## config.mk

```make
export PLATFORM = sky130hd
export DESIGN_NAME = gsp_protect_top
export DESIGN_NICKNAME = d
export VERILOG_FILES = /design/src/shared/gsp_pkg.sv /design/src/design/gsp_protect_top.sv /design/src/design/gsp_spi_shift.sv
export SDC_FILE = /design/constraint.sdc
export NUM_CORES = 1
export LEC_CHECK = 0
export BUFFER_PORTS_ARGS = -buffer_cell sky130_fd_sc_hd__buf_2
export CAP_MARGIN = 0
export CORE_MARGIN = 2
export CORE_UTILIZATION = 29
export CTS_CLUSTER_DIAMETER = 60
export DETAILED_ROUTE_END_ITERATION = 12
export PLACE_DENSITY = 0.57
export SLEW_MARGIN = 20
export SYNTH_ARGS = -nofsm -noshare
export SYNTH_HDL_FRONTEND = slang
export SYNTH_HIERARCHICAL = 1
export SYNTH_SLANG_ARGS = --single-unit
```

## constraint.sdc

```tcl
create_clock -name clk_sys -period 4.71 [get_ports clk_sys]
set_clock_uncertainty 0.05 [all_clocks]
set_input_delay 0.471 -clock clk_sys [delete_from_list [all_inputs] [get_ports clk_sys]]
set_output_delay 0.471 -clock clk_sys [all_outputs]
set_load 0.02 [all_outputs]
```

## src/shared/gsp_pkg.sv

```systemverilog
// Shared constants for the global sector protect decoder
package gsp_pkg;

  // Sector array size
  localparam int unsigned NUM_SECTORS = 128;

  // Serial opcodes that this block decodes
  localparam logic [7:0] OP_WRITE_ENABLE  = 8'h06;  // Set write enable latch
  localparam logic [7:0] OP_WRITE_DISABLE = 8'h04;  // Clear write enable latch
  localparam logic [7:0] OP_WRITE_STATUS1 = 8'h01;  // Write first status byte
  localparam logic [7:0] OP_READ_STATUS   = 8'h05;  // Read first status byte

  // Field positions inside the first status byte
  localparam int unsigned SB_LOCK      = 7;  // Protection registers lock
  localparam int unsigned SB_RSVD      = 6;  // Reserved, reads zero
  localparam int unsigned SB_PGM_ERR   = 5;  // Program or erase error, not modelled
  localparam int unsigned SB_WP_LEVEL  = 4;  // Write-protect pin level
  localparam int unsigned SB_SWP_HI    = 3;  // Software protection summary, high
  localparam int unsigned SB_SWP_LO    = 2;  // Software protection summary, low
  localparam int unsigned SB_WEL       = 1;  // Write enable latch
  localparam int unsigned SB_BUSY      = 0;  // Busy, always idle here
  localparam int unsigned SB_GLOB_HI   = 5;  // Global decode field, high
  localparam int unsigned SB_GLOB_LO   = 2;  // Global decode field, low

  // Global decode patterns in written bits 5 to 2
  localparam logic [3:0] GLOB_PROTECT   = 4'hf;
  localparam logic [3:0] GLOB_UNPROTECT = 4'h0;

  // Software protection summary codes
  localparam logic [1:0] SWP_NONE = 2'h0;
  localparam logic [1:0] SWP_SOME = 2'h1;
  localparam logic [1:0] SWP_ALL  = 2'h3;

  // Reset values
  localparam logic SECTOR_PROT_RST = 1'b1;  // All sectors protected at power-up
  localparam logic LOCK_RST        = 1'b0;
  localparam logic WEL_RST         = 1'b0;

  // Serial bit counter width
  localparam int unsigned BIT_CNT_W = 3;

endpackage : gsp_pkg

```

## src/design/gsp_protect_top.sv

```systemverilog
// Global protect and unprotect decoder for the first status byte
// Operation
// - All-ones bits 5..2 protect every sector
// - All-zeros bits 5..2 unprotect every sector
// - Other patterns leave sectors; bits 6,1,0 ignored
// - Protect during suspend aborts, clears write enable
// - Only bit 7 stored, as lock bit
// - Read bits 5..2 show pin and protection
// - Pin low and lock set: ignore everything
// - Pin high and lock set: load lock only
// - Lock clear: load lock with global decode
// - 0Fh clears lock only with pin high
// - F0h sets lock, sectors unchanged
// - Power-up leaves all sectors protected
// - Hardware lock needs pin low, lock set
`timescale 1ns/10ps
module gsp_protect_top (
  // Clock and reset
  input  wire logic                         clk_sys,
  input  wire logic                         srst,
  // Serial pins
  input  wire logic                         cs_n,
  input  wire logic                         sck,
  input  wire logic                         si,
  output logic                              so_out,
  output logic                              so_oe_n,
  // Write-protect pin, asserted low
  input  wire logic                         wp_n,
  // Suspend state from the program and erase logic
  input  wire logic                         suspend_active,
  // Protection state toward the array and sector commands
  output logic [gsp_pkg::NUM_SECTORS-1:0]   sector_prot,
  output logic                              protection_regs_lock,
  output logic                              write_enable_latch,
  output logic                              hw_lock_active
);
  import gsp_pkg::*;

  // Command decode states
  typedef enum logic [2:0] {
    GSP_ST_OPCODE,    // Waiting for the opcode byte
    GSP_ST_WREN,      // Write enable opcode complete
    GSP_ST_WRDI,      // Write disable opcode complete
    GSP_ST_WSR_DATA,  // Status write opcode seen, data pending
    GSP_ST_WSR_FULL,  // Status write data byte captured
    GSP_ST_RDSR,      // Streaming the status byte
    GSP_ST_SKIP       // Unknown opcode, rest of frame ignored
  } gsp_state_t;

  gsp_state_t  state;          // Current decode state
  gsp_state_t  next_state;     // Decode state after this cycle
  logic [7:0]  rx_byte;        // Byte from the serial engine
  logic        rx_valid;       // Byte strobe
  logic        byte_aligned;   // Frame sits on a byte boundary
  logic        frame_end;      // Chip select just went high
  logic        frame_ok;       // Frame ended on a byte boundary
  logic [7:0]  wr_data;        // Captured status write data
  logic [3:0]  glob_field;     // Written bits 5 to 2
  logic        wsr_commit;     // Complete, enabled status write
  logic        prot_req;       // Global protect requested and permitted
  logic        unprot_req;     // Global unprotect requested and permitted
  logic        glob_abort;     // Global protect blocked by suspend
  logic [1:0]  swp;            // Protection summary for read-back
  logic [7:0]  status_byte;    // First status byte as read

  // Serial byte engine
  gsp_spi_shift u_shift (
    .clk_sys      (clk_sys),
    .srst         (srst),
    .cs_n         (cs_n),
    .sck          (sck),
    .si           (si),
    .so_out       (so_out),
    .so_oe_n      (so_oe_n),
    .tx_byte      (status_byte),
    .tx_en        (state == GSP_ST_RDSR),
    .rx_byte      (rx_byte),
    .rx_valid     (rx_valid),
    .byte_aligned (byte_aligned),
    .frame_end    (frame_end)
  );

  // Lock qualifiers
  assign hw_lock_active = ~wp_n & protection_regs_lock;
  assign frame_ok       = frame_end & byte_aligned;
  assign glob_field     = wr_data[SB_GLOB_HI:SB_GLOB_LO];

  // Status write takes effect only when complete and enabled
  assign wsr_commit = frame_ok & (state == GSP_ST_WSR_FULL) & write_enable_latch;

  // Global decode runs only while the lock bit is clear
  assign prot_req   = wsr_commit & ~protection_regs_lock & (glob_field == GLOB_PROTECT);
  assign unprot_req = wsr_commit & ~protection_regs_lock & (glob_field == GLOB_UNPROTECT);
  assign glob_abort = prot_req & suspend_active;

  // Protection summary: none, some or all sectors protected
  always_comb begin
    if (&sector_prot) begin
      swp = SWP_ALL;
    end else if (|sector_prot) begin
      swp = SWP_SOME;
    end else begin
      swp = SWP_NONE;
    end
  end

  // Read-back byte: bits 5 to 2 show live state, never written data
  always_comb begin
    status_byte                       = '0;
    status_byte[SB_LOCK]              = protection_regs_lock;
    status_byte[SB_WP_LEVEL]          = wp_n;
    status_byte[SB_SWP_HI:SB_SWP_LO]  = swp;
    status_byte[SB_WEL]               = write_enable_latch;
  end

  // Next decode state
  always_comb begin
    next_state = state;
    if (frame_end) begin
      next_state = GSP_ST_OPCODE;
    end else if (rx_valid) begin
      unique case (state)
        GSP_ST_OPCODE: begin
          // Opcode selects the frame type
          unique case (rx_byte)
            OP_WRITE_ENABLE:  next_state = GSP_ST_WREN;
            OP_WRITE_DISABLE: next_state = GSP_ST_WRDI;
            OP_WRITE_STATUS1: next_state = GSP_ST_WSR_DATA;
            OP_READ_STATUS:   next_state = GSP_ST_RDSR;
            default:          next_state = GSP_ST_SKIP;
          endcase
        end
        GSP_ST_WSR_DATA: begin
          // First data byte is the one decoded
          next_state = GSP_ST_WSR_FULL;
        end
        GSP_ST_WREN, GSP_ST_WRDI, GSP_ST_WSR_FULL, GSP_ST_RDSR, GSP_ST_SKIP: begin
          // Extra bytes are ignored
          next_state = state;
        end
      endcase
    end
  end

  // Decode state register
  always_ff @(posedge clk_sys) begin
    if (srst) begin
      state <= GSP_ST_OPCODE;
    end else begin
      state <= next_state;
    end
  end

  // Status write data capture
  always_ff @(posedge clk_sys) begin
    if (srst) begin
      wr_data <= '0;
    end else if (rx_valid && state == GSP_ST_WSR_DATA) begin
      wr_data <= rx_byte;
    end
  end

  // Sector protection bits, all protected from power-up
  always_ff @(posedge clk_sys) begin
    if (srst) begin
      sector_prot <= {NUM_SECTORS{SECTOR_PROT_RST}};
    end else if (prot_req && !glob_abort) begin
      // Set every sector at once
      sector_prot <= '1;
    end else if (unprot_req) begin
      // Clear every sector at once
      sector_prot <= '0;
    end
    // Other patterns, locked states and aborts hold the bits
  end

  // Lock bit: only written bit 7 is stored
  always_ff @(posedge clk_sys) begin
    if (srst) begin
      protection_regs_lock <= LOCK_RST;
    end else if (wsr_commit && !hw_lock_active && !glob_abort) begin
      // Soft lock or clear lock: bit 7 loads, hardware lock holds it
      protection_regs_lock <= wr_data[SB_LOCK];
    end
  end

  // Write enable latch
  always_ff @(posedge clk_sys) begin
    if (srst) begin
      write_enable_latch <= WEL_RST;
    end else if (frame_ok && state == GSP_ST_WREN) begin
      write_enable_latch <= 1'b1;
    end else if (frame_ok && state == GSP_ST_WRDI) begin
      write_enable_latch <= 1'b0;
    end else if (frame_end && (state == GSP_ST_WSR_DATA || state == GSP_ST_WSR_FULL)) begin
      // Any status write, done, ignored or aborted, drops the latch
      write_enable_latch <= 1'b0;
    end
  end
endmodule : gsp_protect_top

```

## src/design/gsp_spi_shift.sv

```systemverilog
// Serial byte engine: samples the pins and frames bytes on the system clock
`timescale 1ns/10ps
module gsp_spi_shift (
  // Clock and reset
  input  wire logic       clk_sys,
  input  wire logic       srst,
  // Serial pins
  input  wire logic       cs_n,
  input  wire logic       sck,
  input  wire logic       si,
  output logic            so_out,
  output logic            so_oe_n,
  // Byte side
  input  wire logic [7:0] tx_byte,
  input  wire logic       tx_en,
  output logic [7:0]      rx_byte,
  output logic            rx_valid,
  output logic            byte_aligned,
  output logic            frame_end
);
  import gsp_pkg::*;

  logic                 sck_q;    // Previous serial clock level
  logic                 cs_q;     // Previous chip select level
  logic [BIT_CNT_W-1:0] bit_cnt;  // Bits received in the current byte
  logic [6:0]           shift;    // Partial received byte
  logic                 sck_rise; // Rising serial clock inside a frame
  logic                 sck_fall; // Falling serial clock inside a frame

  // Edge detection on the pins, which are synchronous to clk_sys
  assign sck_rise     = sck & ~sck_q & ~cs_n;
  assign sck_fall     = ~sck & sck_q & ~cs_n;
  assign frame_end    = cs_n & ~cs_q;
  assign byte_aligned = (bit_cnt == '0);

  // Pin history
  always_ff @(posedge clk_sys) begin
    if (srst) begin
      sck_q <= 1'b0;
      cs_q  <= 1'b1;
    end else begin
      sck_q <= sck;
      cs_q  <= cs_n;
    end
  end

  // Bit counter, cleared while deselected
  always_ff @(posedge clk_sys) begin
    if (srst || cs_n) begin
      bit_cnt <= '0;
    end else if (sck_rise) begin
      bit_cnt <= bit_cnt + 1'b1;
    end
  end

  // Input shifter and byte strobe
  always_ff @(posedge clk_sys) begin
    if (srst) begin
      shift    <= '0;
      rx_byte  <= '0;
      rx_valid <= 1'b0;
    end else begin
      rx_valid <= 1'b0;
      if (sck_rise) begin
        shift <= {shift[5:0], si};
        // Eighth bit completes a byte
        if (bit_cnt == '1) begin
          rx_byte  <= {shift, si};
          rx_valid <= 1'b1;
        end
      end
    end
  end

  // Output shifter, driven on falling edges, released when deselected
  always_ff @(posedge clk_sys) begin
    if (srst || cs_n) begin
      so_out  <= 1'b0;
      so_oe_n <= 1'b1;
    end else if (sck_fall) begin
      so_out  <= tx_byte[~bit_cnt];
      so_oe_n <= ~tx_en;
    end
  end

endmodule : gsp_spi_shift

```

==> run metrics, run 1 <==
outcome completed; Syn. warnings 6; Placer Congestion 0.757; Fmax 473 MHz; vias per cell 3.96; DP HPWL 2.93 mm; Pre-antenna DRT Iters 4; final wirelength 3.97 mm; Gate Count Post-Synth 302; register share of total power 0.456; initial antenna violation count 0; flops & latches, synth 34; Int Pwr 0.511 mW; Worst EP required 4.19 ns; sw frac 0.202; cts bufs inserted 5; Pwr Total 0.641 mW; EDFF count, synth 0; Netlist cell types 46; Clock Sink Count 34; diode count 0; H-Tree Depth 2; total vias in the final route 1674; Layout area overhead -0.645%; Final setup viols 0; Worst Hold Class in2reg; full die area 9460 µm²; Worst setup SP type flip-flop; CTS Hold Bufs 0; pwr/cell area 256 nW/µm²; core area 8590 µm²; worst vdd ir 0.223 mV; WL/cell 9.37 µm; CTS tree built; crit path max fanout 128; mean post-synth cell area 8.35 µm²; first-pass GRT wire length 6.07 mm; Clock Power Share 0.508; Synth Flop Type dfxtp_1; global-route congestion overflow total 0; Max Slew Vio Count 0; vias in the first global route 1235; die height 97.3 µm; relative slew slack 0.483; combinational share of power 0.036; Synth Cell Area 2520 µm²; Total Negative Setup Slacks 0 ns; Max Cap Viol 0; DP Area 2360 µm²; worst setup margin 2.59 ns; drc violations 0; initial DRC count 36; final hold slack 0.381 ns; # Post-CTS Setup Buffers 0; routed wl met3 356 µm; cts repair resizes 0; clock root cell clkbuf_8; final instance area 2510 µm²; crit end category output port; critical path class reg2out; leakage power 0.989 nW; Die X 97.3 µm; Max Root-Sink Buffers 2; Max Used Layer met4; IO Pins 140; WL met2 1.79 mm; Tmin final 2.12 ns; initial cell density of the core 0.294; fin crit share 0.449; GRT Total Usage 0.0771; post-route ant nets 0; RSZ-0062 raised after global routing false; layout cell share with drive strength beyond 1 0.502; M1 WL 1.76 mm; row count 34; largest net degree at the start of global routing 129; Final Hold Vio Count 0; clk_lat worst skew 0.29 ns; Synth async-reset ratio 0; IO Port Bufs 139; Slew @ Worst Pin 0.764 ns; Psw 0.130 mW; clock-pin slew on the worst setup and hold paths 0.07 ns; setup slack at placement 2.53 ns; layout net count 324; crit path DAT 1.60 ns; Seq/Total Area, Yosys 0.270
-- layout by cell type (no fill, tap or decap), types with 2 or more instances in the layout --
cell type	Yosys	routed
or3_1	2	2
buf_2	2	139
ha_1	3	3
inv_1	3	3
o211ai_1	2	2
bufinv_16	0	2
inv_2	2	2
nor2_1	22	22
nand2b_1	2	2
mux2i_1	16	16
o21ai_0	3	3
dfxtp_1	34	33
nor2b_1	8	8
nand2_1	21	21
a21oi_1	13	13
xnor2_1	3	3
nand4_1	3	3
or4_1	2	2
conb_1	1	3
clkbuf_8	0	5
-- final cells by class --
type | count | area, µm²
clock buffer | 5 | 68.8
fill | 922 | 6090
sequential | 34 | 682
inverter | 5 | 18.8
clock inverter | 3 | 68.8
timing repair buffer | 140 | 703
tap | 108 | 135
multi-input combinational | 128 | 830
-- layer usage --
layer | up-vias | global-route usage
met1 | 707 | 0.0965
met5 | - | 0
li1 | 882 | -
met2 | 80 | 0.122
met4 | 0 | 0.0353
met3 | 5 | 0.0230
-- power by group through the flow --
| stage | clock network [mW] | registers, mW | logic, mW |
|---|---|---|---|
| detailed placement | 0 | 0.299 | 0.0230 |
| finish | 0.326 | 0.292 | 0.0231 |
| global route | 0.347 | 0.293 | 0.0258 |
| global placement | 0 | 0.299 | 0.0227 |
| CTS | 0.333 | 0.292 | 0.0231 |
| floorplan | 0 | 0.298 | 0.0182 |
-- worst max-delay path, cell delays in order, from the launching register on --
cell and delay (ns):
dfxtp_2 0.37, buf_4 0.61, buf_2 0.30
-- logic make-up after synthesis --
family / share of synthesized area
buffers and inverters: 0.409
and+or+nand+nor: 0.142
DFF: 0.270
AOI/OAI and AO/OA: 0.0799
muxes: 0.0724
adders and majority gates: 0.0149
xor gates and xnor gates: 0.0104
other: 0.00149
-- cells in the mapped netlist, types with 2 or more instances --
library cell | n | area (µm²)
a21oi_1 | 13 | 65.1
buf_2 | 2 | 10.0
buf_4 | 128 | 961
buf_6 | 2 | 22.5
clkbuf_1 | 5 | 18.8
dfxtp_1 | 34 | 681
ha_1 | 3 | 37.5
inv_1 | 3 | 11.3
inv_2 | 2 | 7.51
mux2i_1 | 16 | 160
nand2_1 | 21 | 78.8
nand2b_1 | 2 | 12.5
nand4_1 | 3 | 18.8
nor2_1 | 22 | 82.6
nor2b_1 | 8 | 50.1
o211ai_1 | 2 | 15.0
o21ai_0 | 3 | 15.0
or3_1 | 2 | 12.5
or4_1 | 2 | 15.0
xnor2_1 | 3 | 26.3
-- sequential cells by signal, indices dropped and copies added, names as in the netlist --
signal                flops
u_shift/rx_byte           8
u_shift/cs_q              1
u_shift/so_oe_n           1
u_shift/sck_q             1
state                     3
protection_regs_lock      1
u_shift/shift             7
sector_prot               1
u_shift/bit_cnt           3
u_shift/so_out            1
write_enable_latch        1
wr_data                   5
u_shift/rx_valid          1
-- through the flow --
step | std cells | utilization
after floorplan | 304 | -
after global placement | 415 | 0.274
after detailed placement | 415 | 0.275
after CTS | 423 | 0.291
after global routing | 423 | 0.292
final | 423 | 0.292
-- worst paths after layout --
check,start,endpoint,slack [ns],cells after the start
setup / recovery,sector_prot[126],sector_prot[79],2.59,2
hold / removal,si,u_shift/rx_byte[0],0.38,3
setup reg to reg,u_shift/bit_cnt[0],sector_prot[126],2.61,7
hold reg to reg,u_shift/rx_byte[6],u_shift/rx_byte[6],0.40,2
Note: power is estimated with default switching activity, not from simulation.
==> inputs of run 2 (changes only) <==
==> constraint.sdc (replaced) <==
create_clock -name clk_sys -period 2.2 [get_ports clk_sys]
set_clock_uncertainty 0.05 [all_clocks]
set_input_delay 0.22 -clock clk_sys [delete_from_list [all_inputs] [get_ports clk_sys]]
set_output_delay 0.22 -clock clk_sys [all_outputs]
set_load 0.02 [all_outputs]
==> run metrics, run 2 (synthesis results as in run 1) <==
outcome completed; layout net count 330; final wirelength 4.02 mm; DP Area 2420 µm²; max FFs per register 8; Biggest register u_shift/rx_byte; Final Hold Vio Count 0; WL met2 1.89 mm; biggest regs u_shift/rx_byte: 8 flops, u_shift/shift: 7 flops, wr_data: 5 flops; IO Port Bufs 139; Worst Hold Class in2reg; die height 97.3 µm; crit path DAT 2.15 ns; Max Cap Viol 0; fin crit share 0.924; slowest CP cell or3_1; H-Tree Depth 2; WL/cell 9.37 µm; core area 8590 µm²; routed wl met3 346 µm; Pre-antenna DRT Iters 4; layout cell share with drive strength beyond 1 0.505; RSZ-0062 raised after global routing false; Fmax 492 MHz; cts bufs inserted 5; crit-path leading delay family simple AND/OR/NAND/NOR gates; Final setup viols 0; drc violations 0; Max Used Layer met4; leakage power 1.01 nW; Placer Congestion 0.721; Tmin final 2.03 ns; IO Pins 140; full die area 9460 µm²; Worst EP required 2.32 ns; worst vdd ir 0.427 mV; clk_lat worst skew 0.28 ns; initial DRC count 39; Total Negative Setup Slacks 0 ns; CTS Hold Bufs 0; worst path bufs/invs 1; pwr/cell area 458 nW/µm²; Slew @ Worst Pin 0.518 ns; GRT Total Usage 0.0777; CTS tree built; Clock Sink Count 34; clock root cell clkbuf_8; vias per cell 3.97; row count 34; post-route ant nets 0; Top cell by count, worst path or3_1; # Post-CTS Setup Buffers 0; M1 WL 1.72 mm; clock-pin slew on the worst setup and hold paths 0.07 ns; first-pass GRT wire length 6.20 mm; initial antenna violation count 0; diode count 0; cts repair resizes 0; largest net degree at the start of global routing 129; total vias in the final route 1704; DP HPWL 3.06 mm; largest stage delay on the critical path 0.36 ns; relative slew slack 0.646; global-route congestion overflow total 0; Max Root-Sink Buffers 2; vias in the first global route 1323; worst path cell trace inv_1 -> ha_1 -> nor2b_1 -> nand4b_1 -> or3_1 -> o31a_1 -> or3_1; final instance area 2510 µm²; Max Slew Vio Count 0; crit path max fanout 4; Worst setup SP type flip-flop; crit end category flip-flop; Fill cells 937; most common cell after layout, fill and taps aside buf_2; initial cell density of the core 0.294; most frequent cells in the layout buf_2 (139), dfxtp_1 (33), nor2_1 (22), nand2_1 (21), mux2i_1 (16); critical path class reg2reg; Layout area overhead -0.446%; Die X 97.3 µm
run 2: cell count changes in the layout (fill, tap and decap cells not counted), sizes merged:
cell	before	now
buf	140	146
inv	5	6
clkbuf	5	6
bufinv	2	0
run 2: final cells by class:
class,count,area (µm²),share of cell area
Clock inverter,2,11.3,0.00448
Clock buffer,6,82.6,0.0329
Inverter,5,18.8,0.00747
Tap cell,108,135,0.0538
Timing Repair Buffer,146,761,0.303
Multi-Input combinational cell,128,818,0.326
Sequential cell,34,684,0.273
run 2: power breakdown:
part / leakage [nW] / switching (mW) / internal, mW
Clock: 0.0515 / 0.220 / 0.252
Sequential: 0.275 / 0.00333 / 0.619
Combinational: 0.682 / 0.0318 / 0.0235
run 2: metal layers:
metal  up-vias  GRT usage
li1        891          -
met1       723     0.0929
met2        83      0.129
met3         7     0.0230
met4         0     0.0353
met5         -          0
run 2: final timing paths:
path	start	end	slack (ns)	cells past startpoint
worst min register to register	u_shift/rx_byte[6]	u_shift/rx_byte[6]	0.40	2
worst max-delay path	u_shift/bit_cnt[1]	sector_prot[126]	0.17	7
worst min-delay path	srst	write_enable_latch	0.11	2
worst max register to register	u_shift/bit_cnt[1]	sector_prot[126]	0.17	7
run 2: through the flow:
step	instances	worst slack, ns	util	power, mW	hold slack (ns)
floorplan	304	0.238	-	0.676	0.298
global placement	421	0.242	0.281	0.691	0.398
detailed placement	421	0.170	0.281	0.692	0.398
CTS	429	0.161	0.292	1.18	0.110
global route	429	0.00658	0.292	1.21	0.125
finish	429	0.167	0.292	1.15	0.112
run 2: worst reg2reg max path, cell delays in order, from the launching register on:
cell      delay (ns)
dfxtp_1         0.33
inv_1           0.10
ha_1            0.14
nor2b_1         0.20
nand4b_1        0.13
or3_1           0.36
o31a_1          0.25
or3_1           0.34
==> inputs of run 3 (changes only) <==
--- a/config.mk
+++ b/config.mk
@@ -12,6 +12,7 @@
 export CTS_CLUSTER_DIAMETER = 60
 export DETAILED_ROUTE_END_ITERATION = 12
 export PLACE_DENSITY = 0.57
+export RECOVER_POWER = 50
 export SLEW_MARGIN = 20
 export SYNTH_ARGS = -nofsm -noshare
 export SYNTH_HDL_FRONTEND = slang
==> run metrics, run 3 (synthesis results as in run 1) <==
cts repair resizes 0; most frequent cells in the layout buf_2 (78), clkbuf_1 (57), dfxtp_1 (33), nor2_1 (23), nand2_1 (21); hold depth 3; IO Pins 140; vias per cell 4.01; Max Cap Viol 0; Max Slew Vio Count 0; Total Negative Setup Slacks 0 ns; Final Hold Vio Count 0; R2R depth 7; first-pass GRT wire length 6.20 mm; Pwr Total 1.15 mW; setup slack at placement 0.170 ns; Worst EP required 2.32 ns; layout net count 330; clock-pin slew on the worst setup and hold paths 0.07 ns; largest net degree at the start of global routing 129; initial cell density of the core 0.294; pwr/cell area 474 nW/µm²; area of the multi-input gates 816 µm²; GRT Total Usage 0.0777; Tmin final 2.04 ns; row count 34; Placer Congestion 0.721; critical path class reg2reg; Slew @ Worst Pin 0.979 ns; CTS tree built; Pre-antenna DRT Iters 4; die height 97.3 µm; core area 8590 µm²; # Post-CTS Setup Buffers 0; total vias in the final route 1721; Worst Hold Class in2reg; initial DRC count 38; WL/cell 9.48 µm; global-route congestion overflow total 0; Clock Sink Count 34; Die X 97.3 µm; most common cell after layout, fill and taps aside buf_2; worst vdd ir 0.427 mV; IO Port Bufs 139; clock root cell clkbuf_8; diode count 0; Final setup viols 0; clk_lat worst skew 0.28 ns; relative slew slack 0.348; final wirelength 4.07 mm; crit path DAT 2.15 ns; drc violations 0; worst setup margin 0.164 ns; max FFs per register 8; vias in the first global route 1323; RSZ-0062 raised after global routing false; Layout area overhead -4.07%; full die area 9460 µm²; crit end category flip-flop; post-route ant nets 0; leakage power 0.926 nW; H-Tree Depth 2; DP HPWL 3.06 mm; layout cell share with drive strength beyond 1 0.324; Biggest register u_shift/rx_byte; Fmax 491 MHz; FF/Latch Area 684 µm²; outcome completed; initial antenna violation count 0; cts bufs inserted 5; crit path max fanout 4; final hold slack 0.136 ns; fin crit share 0.925; Fill cells 981; CTS Hold Bufs 0; Worst setup SP type flip-flop; biggest regs u_shift/rx_byte: 8 flops, u_shift/shift: 7 flops, wr_data: 5 flops; Max Root-Sink Buffers 2
## run 3: cell count changes in the layout (fill, tap and decap cells not counted), sizes merged
cell    change
clkbuf     +64
buf        -64
## run 3: through the flow
step                      instance area [µm²]   util  instances
after floorplan                          2530      -        304
after detailed placement                 2420  0.281        421
after global routing                     2420  0.282        429
final                                    2420  0.282        429
after global placement                   2420  0.281        421
after CTS                                2510  0.292        429
## run 3: worst paths after layout
check / start / end / slack [ns]
hold reg to reg: u_shift/rx_byte[6] / u_shift/rx_byte[6] / 0.40
setup / recovery: u_shift/bit_cnt[1] / sector_prot[126] / 0.16
setup reg to reg: u_shift/bit_cnt[1] / sector_prot[126] / 0.16
hold / removal: si / u_shift/rx_byte[0] / 0.14
## run 3: worst max-delay path, cell delays in order, from the launching register on
cell and delay [ns]:
dfxtp_1 0.33, inv_1 0.10, ha_1 0.14, nor2b_1 0.21, nand4b_1 0.13, or3_1 0.36
o31a_1 0.25, or3_1 0.34
## run 3: layout make-up
class | instances | area share
multi-input cells | 128 | 0.337
flip-flops and latches | 34 | 0.283
repair buffers | 146 | 0.278
well taps | 108 | 0.0558
clock buffers | 6 | 0.0341
inverters | 5 | 0.00776
clock inverters | 2 | 0.00465
## run 3: where the power goes
| part | internal, mW | total, mW | switching (mW) |
|---|---|---|---|
| clock | 0.252 | 0.472 | 0.220 |
| sequential | 0.619 | 0.623 | 0.00334 |
| combinational | 0.0212 | 0.0527 | 0.0315 |
| total | 0.892 | 1.15 | 0.255 |
## run 3: metal layers
metal / GRT usage / vias to the layer above / wire [µm]
li1: - / 895 / -
met1: 0.0929 / 732 / 1730
met2: 0.129 / 85 / 1890
met3: 0.0230 / 9 / 374
met4: 0.0353 / 0 / 72
met5: 0 / - / 0
